<file path="src/inc/talk_pkg.sv">
// Constants, types and register layout for the talk button mute control.
// How it works
// - Two config bits pick main button mode: mute, talk, alternate, hybrid.
// - Push to mute: main active, muted only while button held.
// - Push to talk: main muted, active only while button held.
// - Alternate: each press toggles main; starts muted after reset.
// - Hybrid main: held press keeps main active until release; starts muted.
// - Hybrid main: brief tap toggles main and the state stays.
// - Talkback 1 push to talk or hybrid by one bit; talk only while held.
// - Talkback 1 hybrid: active while held, tap toggles, starts muted.
// - Talkback 2 push to talk or hybrid by one bit; talk only while held.
// - Talkback 2 hybrid: active while held, tap toggles, starts muted.
// - Talkback 2 enabled: audio follows button unless hot mic or copy mode.
// - Talkback 2 disabled: audio off except in hot mic or copy mode; button still drives relay if chosen.
// - Two bits pick relay mode; disabled relay never changes state.
// - Main follow relay mode: relay on exactly while main is active.
// - Button follow relay modes: relay on while chosen talkback button is active.
// - Level/level: each pot sets one headphone channel level.
// - Level/balance: left pot level, right pot balance, CCW favours left.
// - Reverse swaps pots in level/level, inverts balance in level/balance.
// - Limited setting: channel never below 40 dB under maximum.
// - Full mute: pot ends mute their channel(s) completely.
// - One bit routes preamp or compressor signal to main output.
// - On-air modes mute main while talkback 1 is active, or talkback 2 outside hot mic and copy mode; latch restored.
`default_nettype none
package talk_pkg;
  localparam int CLK_HZ       = 125_000_000;
  localparam int DEBOUNCE_MS  = 5;
  localparam int HOLD_MS      = 300;
  localparam int DB_CYC_DEF   = DEBOUNCE_MS * (CLK_HZ / 1000);
  localparam int HOLD_CYC_DEF = HOLD_MS * (CLK_HZ / 1000);
  localparam int DB_W         = 20;
  localparam int HOLD_W       = 26;
  localparam int CFG_W        = 13;
  localparam int PADDR_W      = 12;

  localparam logic [11:0] ADDR_CFG    = 12'h000;
  localparam logic [11:0] ADDR_STATUS = 12'h004;
  localparam logic [11:0] ADDR_HP     = 12'h008;

  localparam logic [12:0] CFG_RST  = 13'h0000;
  localparam logic [7:0]  HP_MIN   = 8'h03;
  localparam logic [7:0]  HP_FULL  = 8'hFF;
  localparam logic        HP_LIMIT = 1'h0;

  localparam logic [1:0] MAIN_PTM = 2'h0;
  localparam logic [1:0] MAIN_PTT = 2'h1;
  localparam logic [1:0] MAIN_ALT = 2'h2;
  localparam logic [1:0] MAIN_HYB = 2'h3;

  localparam logic [1:0] RLY_OFF  = 2'h0;
  localparam logic [1:0] RLY_MAIN = 2'h1;
  localparam logic [1:0] RLY_TB1  = 2'h2;
  localparam logic [1:0] RLY_TB2  = 2'h3;

  localparam logic [1:0] SYS_ONAIR  = 2'h0;
  localparam logic [1:0] SYS_HOTMIC = 2'h1;
  localparam logic [1:0] SYS_FOLLOW = 2'h2;
  localparam logic [1:0] SYS_PROD   = 2'h3;

  typedef enum logic [2:0] {
    BTN_IDLE = 3'b001,
    BTN_TAP  = 3'b010,
    BTN_HOLD = 3'b100
  } btn_state_t;

  typedef struct packed {
    logic [1:0] system_mode;
    logic       main_source_select;
    logic       headphone_min_level_select;
    logic       headphone_reverse_select;
    logic       headphone_level_balance_select;
    logic       relay_mode_bit1;
    logic       relay_mode_bit0;
    logic       talkback2_function_enable;
    logic       talkback2_button_mode;
    logic       talkback1_button_mode;
    logic       main_button_mode_bit1;
    logic       main_button_mode_bit0;
  } cfg_t;

  typedef struct packed {
    logic       main_active;
    logic       tb1_active;
    logic       tb2_active;
    logic       relay_on;
    logic       main_src_comp;
    logic [7:0] hp_left_gain;
    logic [7:0] hp_right_gain;
  } out_t;

  typedef struct packed {
    cfg_t                         cfg;
    logic [2:0]                   db;
    logic [2:0][DB_W-1:0]         db_cnt;
    btn_state_t [2:0]             bst;
    logic [2:0][HOLD_W-1:0]       hold_cnt;
    logic [2:0]                   latch;
    out_t                         out;
    logic [31:0]                  rdata;
  } ctl_t;
endpackage
`default_nettype wire

</file>
<file path="src/talk_ctl.sv">
// Button, relay and headphone control with APB configuration registers.
//
// The register addresses and the APB register port were chosen for this implementation.
`default_nettype none
module talk_ctl
  import talk_pkg::*;
#(
  parameter int DB_CYC   = DB_CYC_DEF,
  parameter int HOLD_CYC = HOLD_CYC_DEF
) (
  input  wire logic               sys_clk,
  input  wire logic               rst,
  input  wire logic               psel,
  input  wire logic               penable,
  input  wire logic               pwrite,
  input  wire logic [PADDR_W-1:0] paddr,
  input  wire logic [31:0]        pwdata,
  output logic [31:0]             prdata,
  output logic                    pready,
  output logic                    pslverr,
  input  wire logic [2:0]         btn_in,
  input  wire logic [7:0]         pot_left,
  input  wire logic [7:0]         pot_right,
  output logic                    main_active,
  output logic                    tb1_active,
  output logic                    tb2_active,
  output logic                    relay_on,
  output logic                    main_src_comp,
  output logic [7:0]              hp_left_gain,
  output logic [7:0]              hp_right_gain
);

  if (DB_CYC < 1 || DB_CYC >= (1 << DB_W)) begin : g_db_chk
    $error("DB_CYC out of range");
  end
  if (HOLD_CYC < 2 || HOLD_CYC >= (1 << HOLD_W)) begin : g_hold_chk
    $error("HOLD_CYC out of range");
  end

  ctl_t s;
  ctl_t n;

  // Button output state from mode, debounced press and latch
  function automatic logic btn_active(input logic [1:0] mode,
                                      input logic       pressed,
                                      input logic       latch);
    logic a;
    a = 1'b0;
    case (mode)
      MAIN_PTM: a = ~pressed;
      MAIN_PTT: a = pressed;
      MAIN_ALT: a = latch;
      MAIN_HYB: a = latch | pressed;
      default:  a = 1'b0;
    endcase
    return a;
  endfunction

  // Level times factor, full scale maps to full scale
  function automatic logic [7:0] hp_gain(input logic [7:0] level,
                                         input logic [7:0] factor,
                                         input logic       limit);
    logic [16:0] p;
    logic [7:0]  g;
    p = 17'(level) * 17'({1'b0, factor} + 9'h001);
    g = p[15:8];
    if (limit && g < HP_MIN) begin
      g = HP_MIN;
    end
    return g;
  endfunction

  function automatic logic [31:0] rd_word(input logic [11:0] a,
                                          input ctl_t st);
    logic [31:0] w;
    w = 32'h0000_0000;
    case (a)
      ADDR_CFG:    w = {19'h00000, st.cfg};
      ADDR_STATUS: w = {21'h000000, st.latch, st.db, st.out.main_src_comp,
                        st.out.relay_on, st.out.tb2_active,
                        st.out.tb1_active, st.out.main_active};
      ADDR_HP:     w = {16'h0000, st.out.hp_right_gain,
                        st.out.hp_left_gain};
      default:     w = 32'h0000_0000;
    endcase
    return w;
  endfunction

  logic       mapped;
  logic [1:0] main_mode;
  logic [1:0] relay_mode;
  logic [1:0] tb_mode [3];
  logic [2:0] hyb;
  logic [2:0] act;
  logic       onair;
  logic       tb2_talk;
  logic       main_nxt;
  logic [7:0] lvl_l;
  logic [7:0] lvl_r;
  logic [7:0] bal;
  logic [7:0] fac_l;
  logic [7:0] fac_r;
  logic       lim;

  assign mapped = paddr == ADDR_CFG || paddr == ADDR_STATUS ||
                  paddr == ADDR_HP;
  assign pready  = 1'b1;
  assign pslverr = psel & penable & ~mapped;
  assign prdata  = s.rdata;

  assign main_mode  = {s.cfg.main_button_mode_bit1,
                       s.cfg.main_button_mode_bit0};
  assign relay_mode = {s.cfg.relay_mode_bit1, s.cfg.relay_mode_bit0};
  assign onair = s.cfg.system_mode != SYS_PROD;

  always_comb begin
    n = s;
    tb_mode[0] = main_mode;
    tb_mode[1] = s.cfg.talkback1_button_mode ? MAIN_HYB : MAIN_PTT;
    tb_mode[2] = s.cfg.talkback2_button_mode ? MAIN_HYB : MAIN_PTT;
    if (psel && penable && pwrite && paddr == ADDR_CFG) begin
      n.cfg = cfg_t'(pwdata[CFG_W-1:0]);
    end
    if (psel && !penable) begin
      n.rdata = rd_word(paddr, s);
    end
    for (int i = 0; i < 3; i++) begin
      hyb[i] = tb_mode[i] == MAIN_HYB;
      // Debounce: input must differ for DB_CYC cycles in a row
      if (btn_in[i] != s.db[i]) begin
        if (s.db_cnt[i] == DB_W'(DB_CYC - 1)) begin
          n.db[i]     = btn_in[i];
          n.db_cnt[i] = '0;
        end else begin
          n.db_cnt[i] = s.db_cnt[i] + 1'b1;
        end
      end else begin
        n.db_cnt[i] = '0;
      end
      case (s.bst[i])
        BTN_IDLE: begin
          n.hold_cnt[i] = '0;
          if (s.db[i]) begin
            n.bst[i] = BTN_TAP;
            if (tb_mode[i] == MAIN_ALT) begin
              n.latch[i] = ~s.latch[i];
            end
          end
        end
        BTN_TAP: begin
          if (!s.db[i]) begin
            n.bst[i] = BTN_IDLE;
            if (hyb[i]) begin
              n.latch[i] = ~s.latch[i];
            end
          end else if (s.hold_cnt[i] == HOLD_W'(HOLD_CYC - 1)) begin
            n.bst[i] = BTN_HOLD;
          end else begin
            n.hold_cnt[i] = s.hold_cnt[i] + 1'b1;
          end
        end
        BTN_HOLD: begin
          if (!s.db[i]) begin
            n.bst[i] = BTN_IDLE;
          end
        end
        default: n.bst[i] = BTN_IDLE;
      endcase
      act[i] = btn_active(tb_mode[i], s.db[i], s.latch[i]);
    end

    tb2_talk = s.cfg.talkback2_function_enable && act[2] &&
               s.cfg.system_mode != SYS_HOTMIC &&
               s.cfg.system_mode != SYS_FOLLOW;
    // Latch is untouched, so main comes back when talkback ends
    main_nxt = act[0] && !(onair && (act[1] || tb2_talk));
    n.out.main_active = main_nxt;
    n.out.tb1_active  = act[1];
    case (s.cfg.system_mode)
      SYS_HOTMIC: n.out.tb2_active = 1'b1;
      SYS_FOLLOW: n.out.tb2_active = main_nxt;
      default:    n.out.tb2_active = tb2_talk;
    endcase
    case (relay_mode)
      RLY_MAIN: n.out.relay_on = main_nxt;
      RLY_TB1:  n.out.relay_on = act[1];
      RLY_TB2:  n.out.relay_on = act[2];
      default:  n.out.relay_on = s.out.relay_on;
    endcase
    n.out.main_src_comp = s.cfg.main_source_select;

    lvl_l = pot_left;
    lvl_r = pot_right;
    lim = s.cfg.headphone_min_level_select == HP_LIMIT;
    // Balance 0 is fully CCW; reverse flips the direction
    bal   = s.cfg.headphone_reverse_select ? ~pot_right : pot_right;
    fac_l = bal[7] ? {~bal[6:0], 1'b0} : HP_FULL;
    fac_r = bal[7] ? HP_FULL : {bal[6:0], 1'b0};
    if (s.cfg.headphone_level_balance_select) begin
      n.out.hp_left_gain  = hp_gain(pot_left, fac_l, lim);
      n.out.hp_right_gain = hp_gain(pot_left, fac_r, lim);
    end else begin
      lvl_l = s.cfg.headphone_reverse_select ? pot_right : pot_left;
      lvl_r = s.cfg.headphone_reverse_select ? pot_left : pot_right;
      n.out.hp_left_gain  = hp_gain(lvl_l, HP_FULL, lim);
      n.out.hp_right_gain = hp_gain(lvl_r, HP_FULL, lim);
    end
  end

  always_ff @(posedge sys_clk) begin
    if (rst) begin
      s <= '{cfg: cfg_t'(CFG_RST), db: 3'h0, db_cnt: '0,
             bst: {BTN_IDLE, BTN_IDLE, BTN_IDLE}, hold_cnt: '0,
             latch: 3'h0, out: '0, rdata: 32'h0000_0000};
    end else begin
      s <= n;
    end
  end

  assign main_active   = s.out.main_active;
  assign tb1_active    = s.out.tb1_active;
  assign tb2_active    = s.out.tb2_active;
  assign relay_on      = s.out.relay_on;
  assign main_src_comp = s.out.main_src_comp;
  assign hp_left_gain  = s.out.hp_left_gain;
  assign hp_right_gain = s.out.hp_right_gain;
endmodule
`default_nettype wire

</file>
<file path="config.mk">
export PLATFORM = sky130hd
export DESIGN_NAME = talk_ctl
export DESIGN_NICKNAME = d
export VERILOG_FILES = /design/src/inc/talk_pkg.sv /design/src/talk_ctl.sv
export SDC_FILE = /design/constraint.sdc
export NUM_CORES = 1
export LEC_CHECK = 0
export ABC_CLOCK_PERIOD_IN_PS = 16600
export BUFFER_PORTS_ARGS = -buffer_cell sky130_fd_sc_hd__clkbuf_2
export CORE_MARGIN = 4
export CORE_UTILIZATION = 60
export CTS_CLUSTER_SIZE = 28
export DETAILED_ROUTE_END_ITERATION = 10
export PLACE_DENSITY = 0.8
export SLEW_MARGIN = 20
export SYNTH_ARGS = -nofsm -noshare
export SYNTH_HDL_FRONTEND = slang
export SYNTH_SLANG_ARGS = --single-unit
</file>
<file path="constraint.sdc">
create_clock -name sys_clk -period 16.6 [get_ports sys_clk]
set_clock_uncertainty 0.05 [all_clocks]
set_input_delay 3.32 -clock sys_clk [delete_from_list [all_inputs] [get_ports sys_clk]]
set_output_delay 3.32 -clock sys_clk [all_outputs]
set_load 0.03 [all_outputs]
</file>
== After elaboration in Yosys (flattened, before gate mapping) ==
Cells that the tools add are included.

* Word-level logic and storage cells: 226
* Register bits after elaboration: 219

* Add/subtract/negate cells: 8
* Muxes and demuxes: 57
* Bitwise operators: 18
* Reduce and logical (&&, ||, !) cells: 41
* Multiply operators: 2
* $lt $le $gt $ge: 4
* Equality and inequality tests: 61

{| class="wikitable"
|+ Operators by type and width
! kind !! count
|-
| $mux 26 || 6
|-
| $pmux 26 s2 || 3
|-
| $add 26x1->26 const B || 3
|-
| $eq 26x26->1 const B || 3
|-
| $mux 8 || 9
|-
| $add 20x1->20 const B || 3
|-
| $eq 20x20->1 const B || 3
|-
| $pmux 16 s3 || 1
|-
| $ne 2x2->1 const B || 23
|-
| $mux 3 || 12
|-
| $lt 8x2->1 const B || 4
|-
| $mul 8x9->16 || 2
|-
| $pmux 3 s3 || 3
|-
| $add 8x1->9 const B || 2
|-
| $eq 2x2->1 const B || 9
|-
| $reduce_and 3->1 || 6
|-
| $mux 16 || 1
|-
| $reduce_and 5->1 || 3
|-
| $logic_and 1x1->1 || 13
|-
| $eq 12x3->1 const B || 1
|-
| $eq 12x4->1 const B || 1
|-
| $logic_not 12->1 || 1
|-
| $mux 1 || 12
|-
| $pmux 1 s4 || 3
|-
| 22 further kinds || 64
|}

== Logic depth before layout (Yosys ltp) ==
* Word-level depth: 11
* Depth in mapped cells: 22

== Least setup slack after synthesis ==
No wires, ideal clock.

* Path kind: input to register
* From: input port pot_right[7]
* To: register s (netlist bit hp_left_gain[0])
* Setup slack: 8.040 ns
* Arrival time: 8.436 ns
* Stages: 21
* Data required time: 16.476 ns
* Path through: buf_2 xor2_1 nand2_1 inv_1 nand2_1 fa_1 fa_1 inv_1 fa_1 inv_1 fa_1 inv_1 ha_1 and3_1 and3_1 a2111oi_2 o21bai_1 a21oi_1 xor2_1 nand4_1 a31oi_1

* Cells in the longest elaborated chain, start to end: 9
* Elaborated cells on any way between the ends: 13
* Those cells by class: add/sub: 1; mul: 1; order compare: 2; mux: 6; bitwise: 1; reduce/logical: 2

{| class="wikitable"
|+ RTL lines
! what !! line !! source
|-
| from (decl) || talk_ctl.sv:23 || <nowiki>input wire logic [7:0] pot_right,</nowiki>
|-
| $not 8->8 || talk_ctl.sv:196 || <nowiki>bal = s.cfg.headphone_reverse_select ? ~pot_right : pot_right;</nowiki>
|-
| $mux 8 || talk_ctl.sv:196 ||
|-
| $mux 8 || talk_ctl.sv:197 || <nowiki>fac_l = bal[7] ? {~bal[6:0], 1'b0} : HP_FULL;</nowiki>
|-
| $add 8x1->9 || talk_ctl.sv:65 || <nowiki>p = 17'(level) * 17'({1'b0, factor} + 9'h001);</nowiki>
|-
| $mul 8x9->16 || talk_ctl.sv:65 ||
|-
| $lt 8x2->1 || talk_ctl.sv:67 || <nowiki>if (limit && g < HP_MIN) begin</nowiki>
|-
| $logic_and 1x1->1 || talk_ctl.sv:67 ||
|-
| $mux 8 || talk_ctl.sv:67 ||
|-
| $mux 16 * || talk_ctl.sv:199 || <nowiki>if (s.cfg.headphone_level_balance_select) begin</nowiki>
|-
| to (signal assigned) || talk_ctl.sv:212 || <nowiki>s <= '{cfg: cfg_t'(CFG_RST), db: 3'h0, db_cnt: '0,</nowiki>
|-
| to (signal assigned) || talk_ctl.sv:216 || <nowiki>s <= n;</nowiki>
|-
| to (decl) || talk_ctl.sv:40 || <nowiki>ctl_t s;</nowiki>
|}

Every way passes the cells marked *; elsewhere a longest branch is shown, timed or not.
A chain may end at the register's enable or synchronous reset.

== Worst setup path in the final report ==
* From: input port pot_right[7]
* To: register s (netlist bit hp_left_gain[1])

The elaborated chain is that of the path after synthesis.

==> results_dict.tcl <==
set metrics [dict create \
    fp.dieW_um 159.1 \
    setup_tns_ps 0 \
    clk_root_buffer_cell "clkbuf_16" \
    r2r.worst_path.cells 21 \
    drv_cap 0 \
    track_usage 0.2369 \
    detailroute.via_count 10980 \
    synthDistinctLibCells 60 \
    crit_type "in -> reg" \
    port-buffer-count 86 \
    hpwl_detailed_um 23400 \
    overflow 0 \
    detail_route.drc_violations 0 \
    crit_start "pot_right[7]" \
    layout_worst_path_cycle_share 0.5399 \
    post_cts_resize_count 0 \
    run_status "finished, final reports clean" \
    insertion_delay_ps 490 \
    timing.final.max_slew_violations 0 \
    fin_cells 1941 \
    maxClockFrequency_mhz 111.6 \
    routed_wire_length_per_instance_um 15.85 \
    grt_pass1_vias 10710 \
    numClockSinks 203 \
    worstPathArrival_ps 9320 \
    detail_route.vias_per_cell 5.659 \
    clk_path_buf_depth 3 \
    max-vdd-ir-drop_mv 0.05388 \
    finalCriticalPeriod_ps 8963 \
    place.detailed.instances 1911 \
    worst_setup_path_start_kind "input port" \
    cp-end-kind "register" \
    clkSlewWorstSetupHoldPaths_ps 60 \
    syn_area_per_cell_um2 8.462 \
    timing_hold_violations_final 0 \
    cts_setup_buffers 0 \
    fin_worst_hold_slack_ps 400.4 \
    async_flop_share 0 \
    area_of_the_die_mm2 0.02530 \
    rsz0062_at_grt "no" \
    grt_max_degree 72 \
    count_of_flip_flops_with_a_built_in_enable_after_synthesis 0 \
    dieHeight_um 159.1 \
    global_route_wire_length_before_repair_um 50970 \
    filler_cell_count 1847 \
    wirelength_um 30770 \
    critical_path.slowest_cell "a2111oi_2" \
    antenna_cells_inserted 0 \
    worst_hold_path_ep "s[183]" \
    fin_nets 1869 \
    report.final.setup_viol 0 \
    ios 123 \
    drt_pre_antenna_iters 5 \
    hold_path_class "reg -> reg" \
    mostFrequentLayoutCell "nor2_1" \
    power_per_cell_area_mw_per_mm2 81.76 \
    cts_tree "yes" \
    most-common-layout-cells "nor2_1 (270), dfxtp_1 (202), inv_1 (137), nand2_1 (119), xor2_1 (88)" \
    detail_route.iter0.violations 699 \
    synth_ff_type "dfxtp_1" \
    min_path_cells 1 \
    design.core.area_mm2 0.02257 \
    r2r-end "hp_left_gain[1]" \
    antenna_found_initial 0 \
    htree_num_levels 1 \
    initial_utilization 0.6066 \
    yosysWarningCount 0 \
    cp_data_required_time_ps 16960 \
    worst_pin_slew_ps 979.5 \
    seq_area_frac_synth 0.2968 \
    static-leakage-power_nw 6.096 \
    place_congestion 0.9587 \
    signed_area_change_from_the_synthesized_netlist_to_the_final_layout_pct 7.091 \
    min_from "s[183]" \
    fraction_of_final_layout_cells_with_drive_strength_greater_than_1 0.08394 \
    cts-hold-fix-buffers 0 \
    post_synthesis_instance_total 1618 \
    cts-buffers-inserted 20 \
    slowest_delay_ps 560 \
    crit_path_cell_trace "clkbuf_2 > xor2_1 > nand2_1 > inv_1 > nand2_1 > fa_1 > fa_1 > inv_1 > fa_1 > inv_1 > fa_1 > inv_1 > ha_1 > and3_1 > and3_1 > a2111oi_2 > o21bai_1 > a21oi_1 > xor2_1 > nand4_1 > a31oi_1" \
    drtAntennaViolNets 0 \
    slew_headroom 0.3461 \
    rr_startpoint "s[214]" \
    post_synth_instance_area_mm2 0.01369 \
    crit_fanout 9 \
    synth-seq-cells 203 \
    setup.reg_to_reg.worst_slack_ps 9830 \
    std_cell_rows 55 \
]
worst max path at each step:
| stage | to | slack [ps] | cells after the start |
|---|---|---|---|
| after global placement | hp_left_gain[0] | 7260 | 21 |
| after detailed placement | hp_left_gain[1] | 7160 | 21 |
| after global routing | hp_left_gain[0] | 7200 | 21 |
| final | hp_left_gain[1] | 7640 | 21 |
| after floorplan | hp_left_gain[0] | 8040 | 21 |
| after CTS | hp_left_gain[1] | 7660 | 21 |
power by group:
group          internal [mW]  switching [mW]  total (mW)
Combinational          0.101           0.169       0.270
Sequential             0.490         0.00250       0.493
Clock                  0.257           0.179       0.436
Total                  0.848           0.351        1.20
per-layer routing:
layer  vias up  wire (µm)  GRT usage  part of all wire
li1       5372          -          -                 -
met1      5197      13020     0.3050              0.42
met2       344      15100     0.4106              0.49
met3        71       1883    0.03572             0.061
met4         0        762    0.07811             0.025
met5         -          0          0                 0
critical path, delay by kind of cell:
kind / cells / cell delay [ps]
adder cells (fa/ha/maj): 5 / 2430
AO/OA/AOI/OAI: 4 / 1150
AND/OR/NAND/NOR: 5 / 1030
XOR/XNOR: 2 / 790
buffers and inverters: 5 / 600
logic make-up (layout without fill, tap and decap cells):
group | after synthesis | after routing | share of synthesized area
fa+ha+maj | 153 | 153 | 0.1837
xor+xnor | 159 | 159 | 0.1017
compound gates | 170 | 170 | 0.08060
other cells | 2 | 17 | 0.0005485
buf+inv | 241 | 264 | 0.08005
mux | 37 | 37 | 0.02805
simple gates | 653 | 653 | 0.2285
flops | 203 | 203 | 0.2968
synthesized netlist by cell type (all sizes together), types with 3 or more instances:
master / count / area (µm²)
a211oi: 31 / 232.7
a21o: 10 / 75.07
a21oi: 47 / 239.0
a22oi: 15 / 112.6
a31oi: 6 / 37.54
and2: 8 / 50.05
and3: 30 / 187.7
and4: 8 / 70.07
and4b: 4 / 40.04
buf: 60 / 416.7
clkbuf: 44 / 165.2
dfxtp: 203 / 4064
fa: 80 / 1602
ha: 73 / 913.4
inv: 137 / 514.2
mux2i: 35 / 350.3
nand2: 119 / 446.7
nand2b: 12 / 75.07
nand3: 60 / 300.3
nand3b: 7 / 52.55
nand4: 33 / 212.7
nand4b: 5 / 43.79
nor2: 270 / 1013
nor2b: 21 / 131.4
nor3: 18 / 90.09
nor4: 20 / 131.4
nor4b: 6 / 52.55
o211ai: 4 / 35.03
o21a: 3 / 22.52
o21ai: 34 / 170.2
o21bai: 6 / 48.80
o22ai: 3 / 18.77
or2: 3 / 18.77
or3: 19 / 123.9
or3b: 3 / 26.28
xnor2: 71 / 621.9
xor2: 88 / 770.7
sequential cells by signal, indices dropped and copies added (netlist names):
name	flops
hp_left_gain	8
n	1
hp_right_gain	8
main_mode	2
prdata	16
tb1_active	1
relay_mode	2
tb2_active	1
s	161
main_src_comp	1
relay_on	1
main_active	1
layout make-up:
| type | instances | area (µm²) | area share |
|---|---|---|---|
| Multi-Input combinational cell | 1189 | 8597 | 0.5863 |
| Clock buffer | 28 | 581.8 | 0.03968 |
| Sequential cell | 203 | 4065 | 0.2772 |
| Tap cell | 285 | 356.6 | 0.02432 |
| Clock inverter | 2 | 35.03 | 0.002389 |
| Timing Repair Buffer | 97 | 513.0 | 0.03499 |
| Inverter | 137 | 514.2 | 0.03507 |
metrics by stage:
step / total power, mW / area (µm²) / utilization / setup WS (ps)
4_1_cts: 1.205 / 14660 / 0.6496 / 7663
3_5_place_dp: 0.7713 / 14050 / 0.6223 / 7155
6_report: 1.199 / 14660 / 0.6496 / 7637
3_3_place_gp: 0.7629 / 14050 / 0.6223 / 7260
5_1_grt: 1.260 / 14660 / 0.6496 / 7200
2_1_floorplan: 0.7059 / 13750 / - / 8040
(Power assumes the default switching activity.)
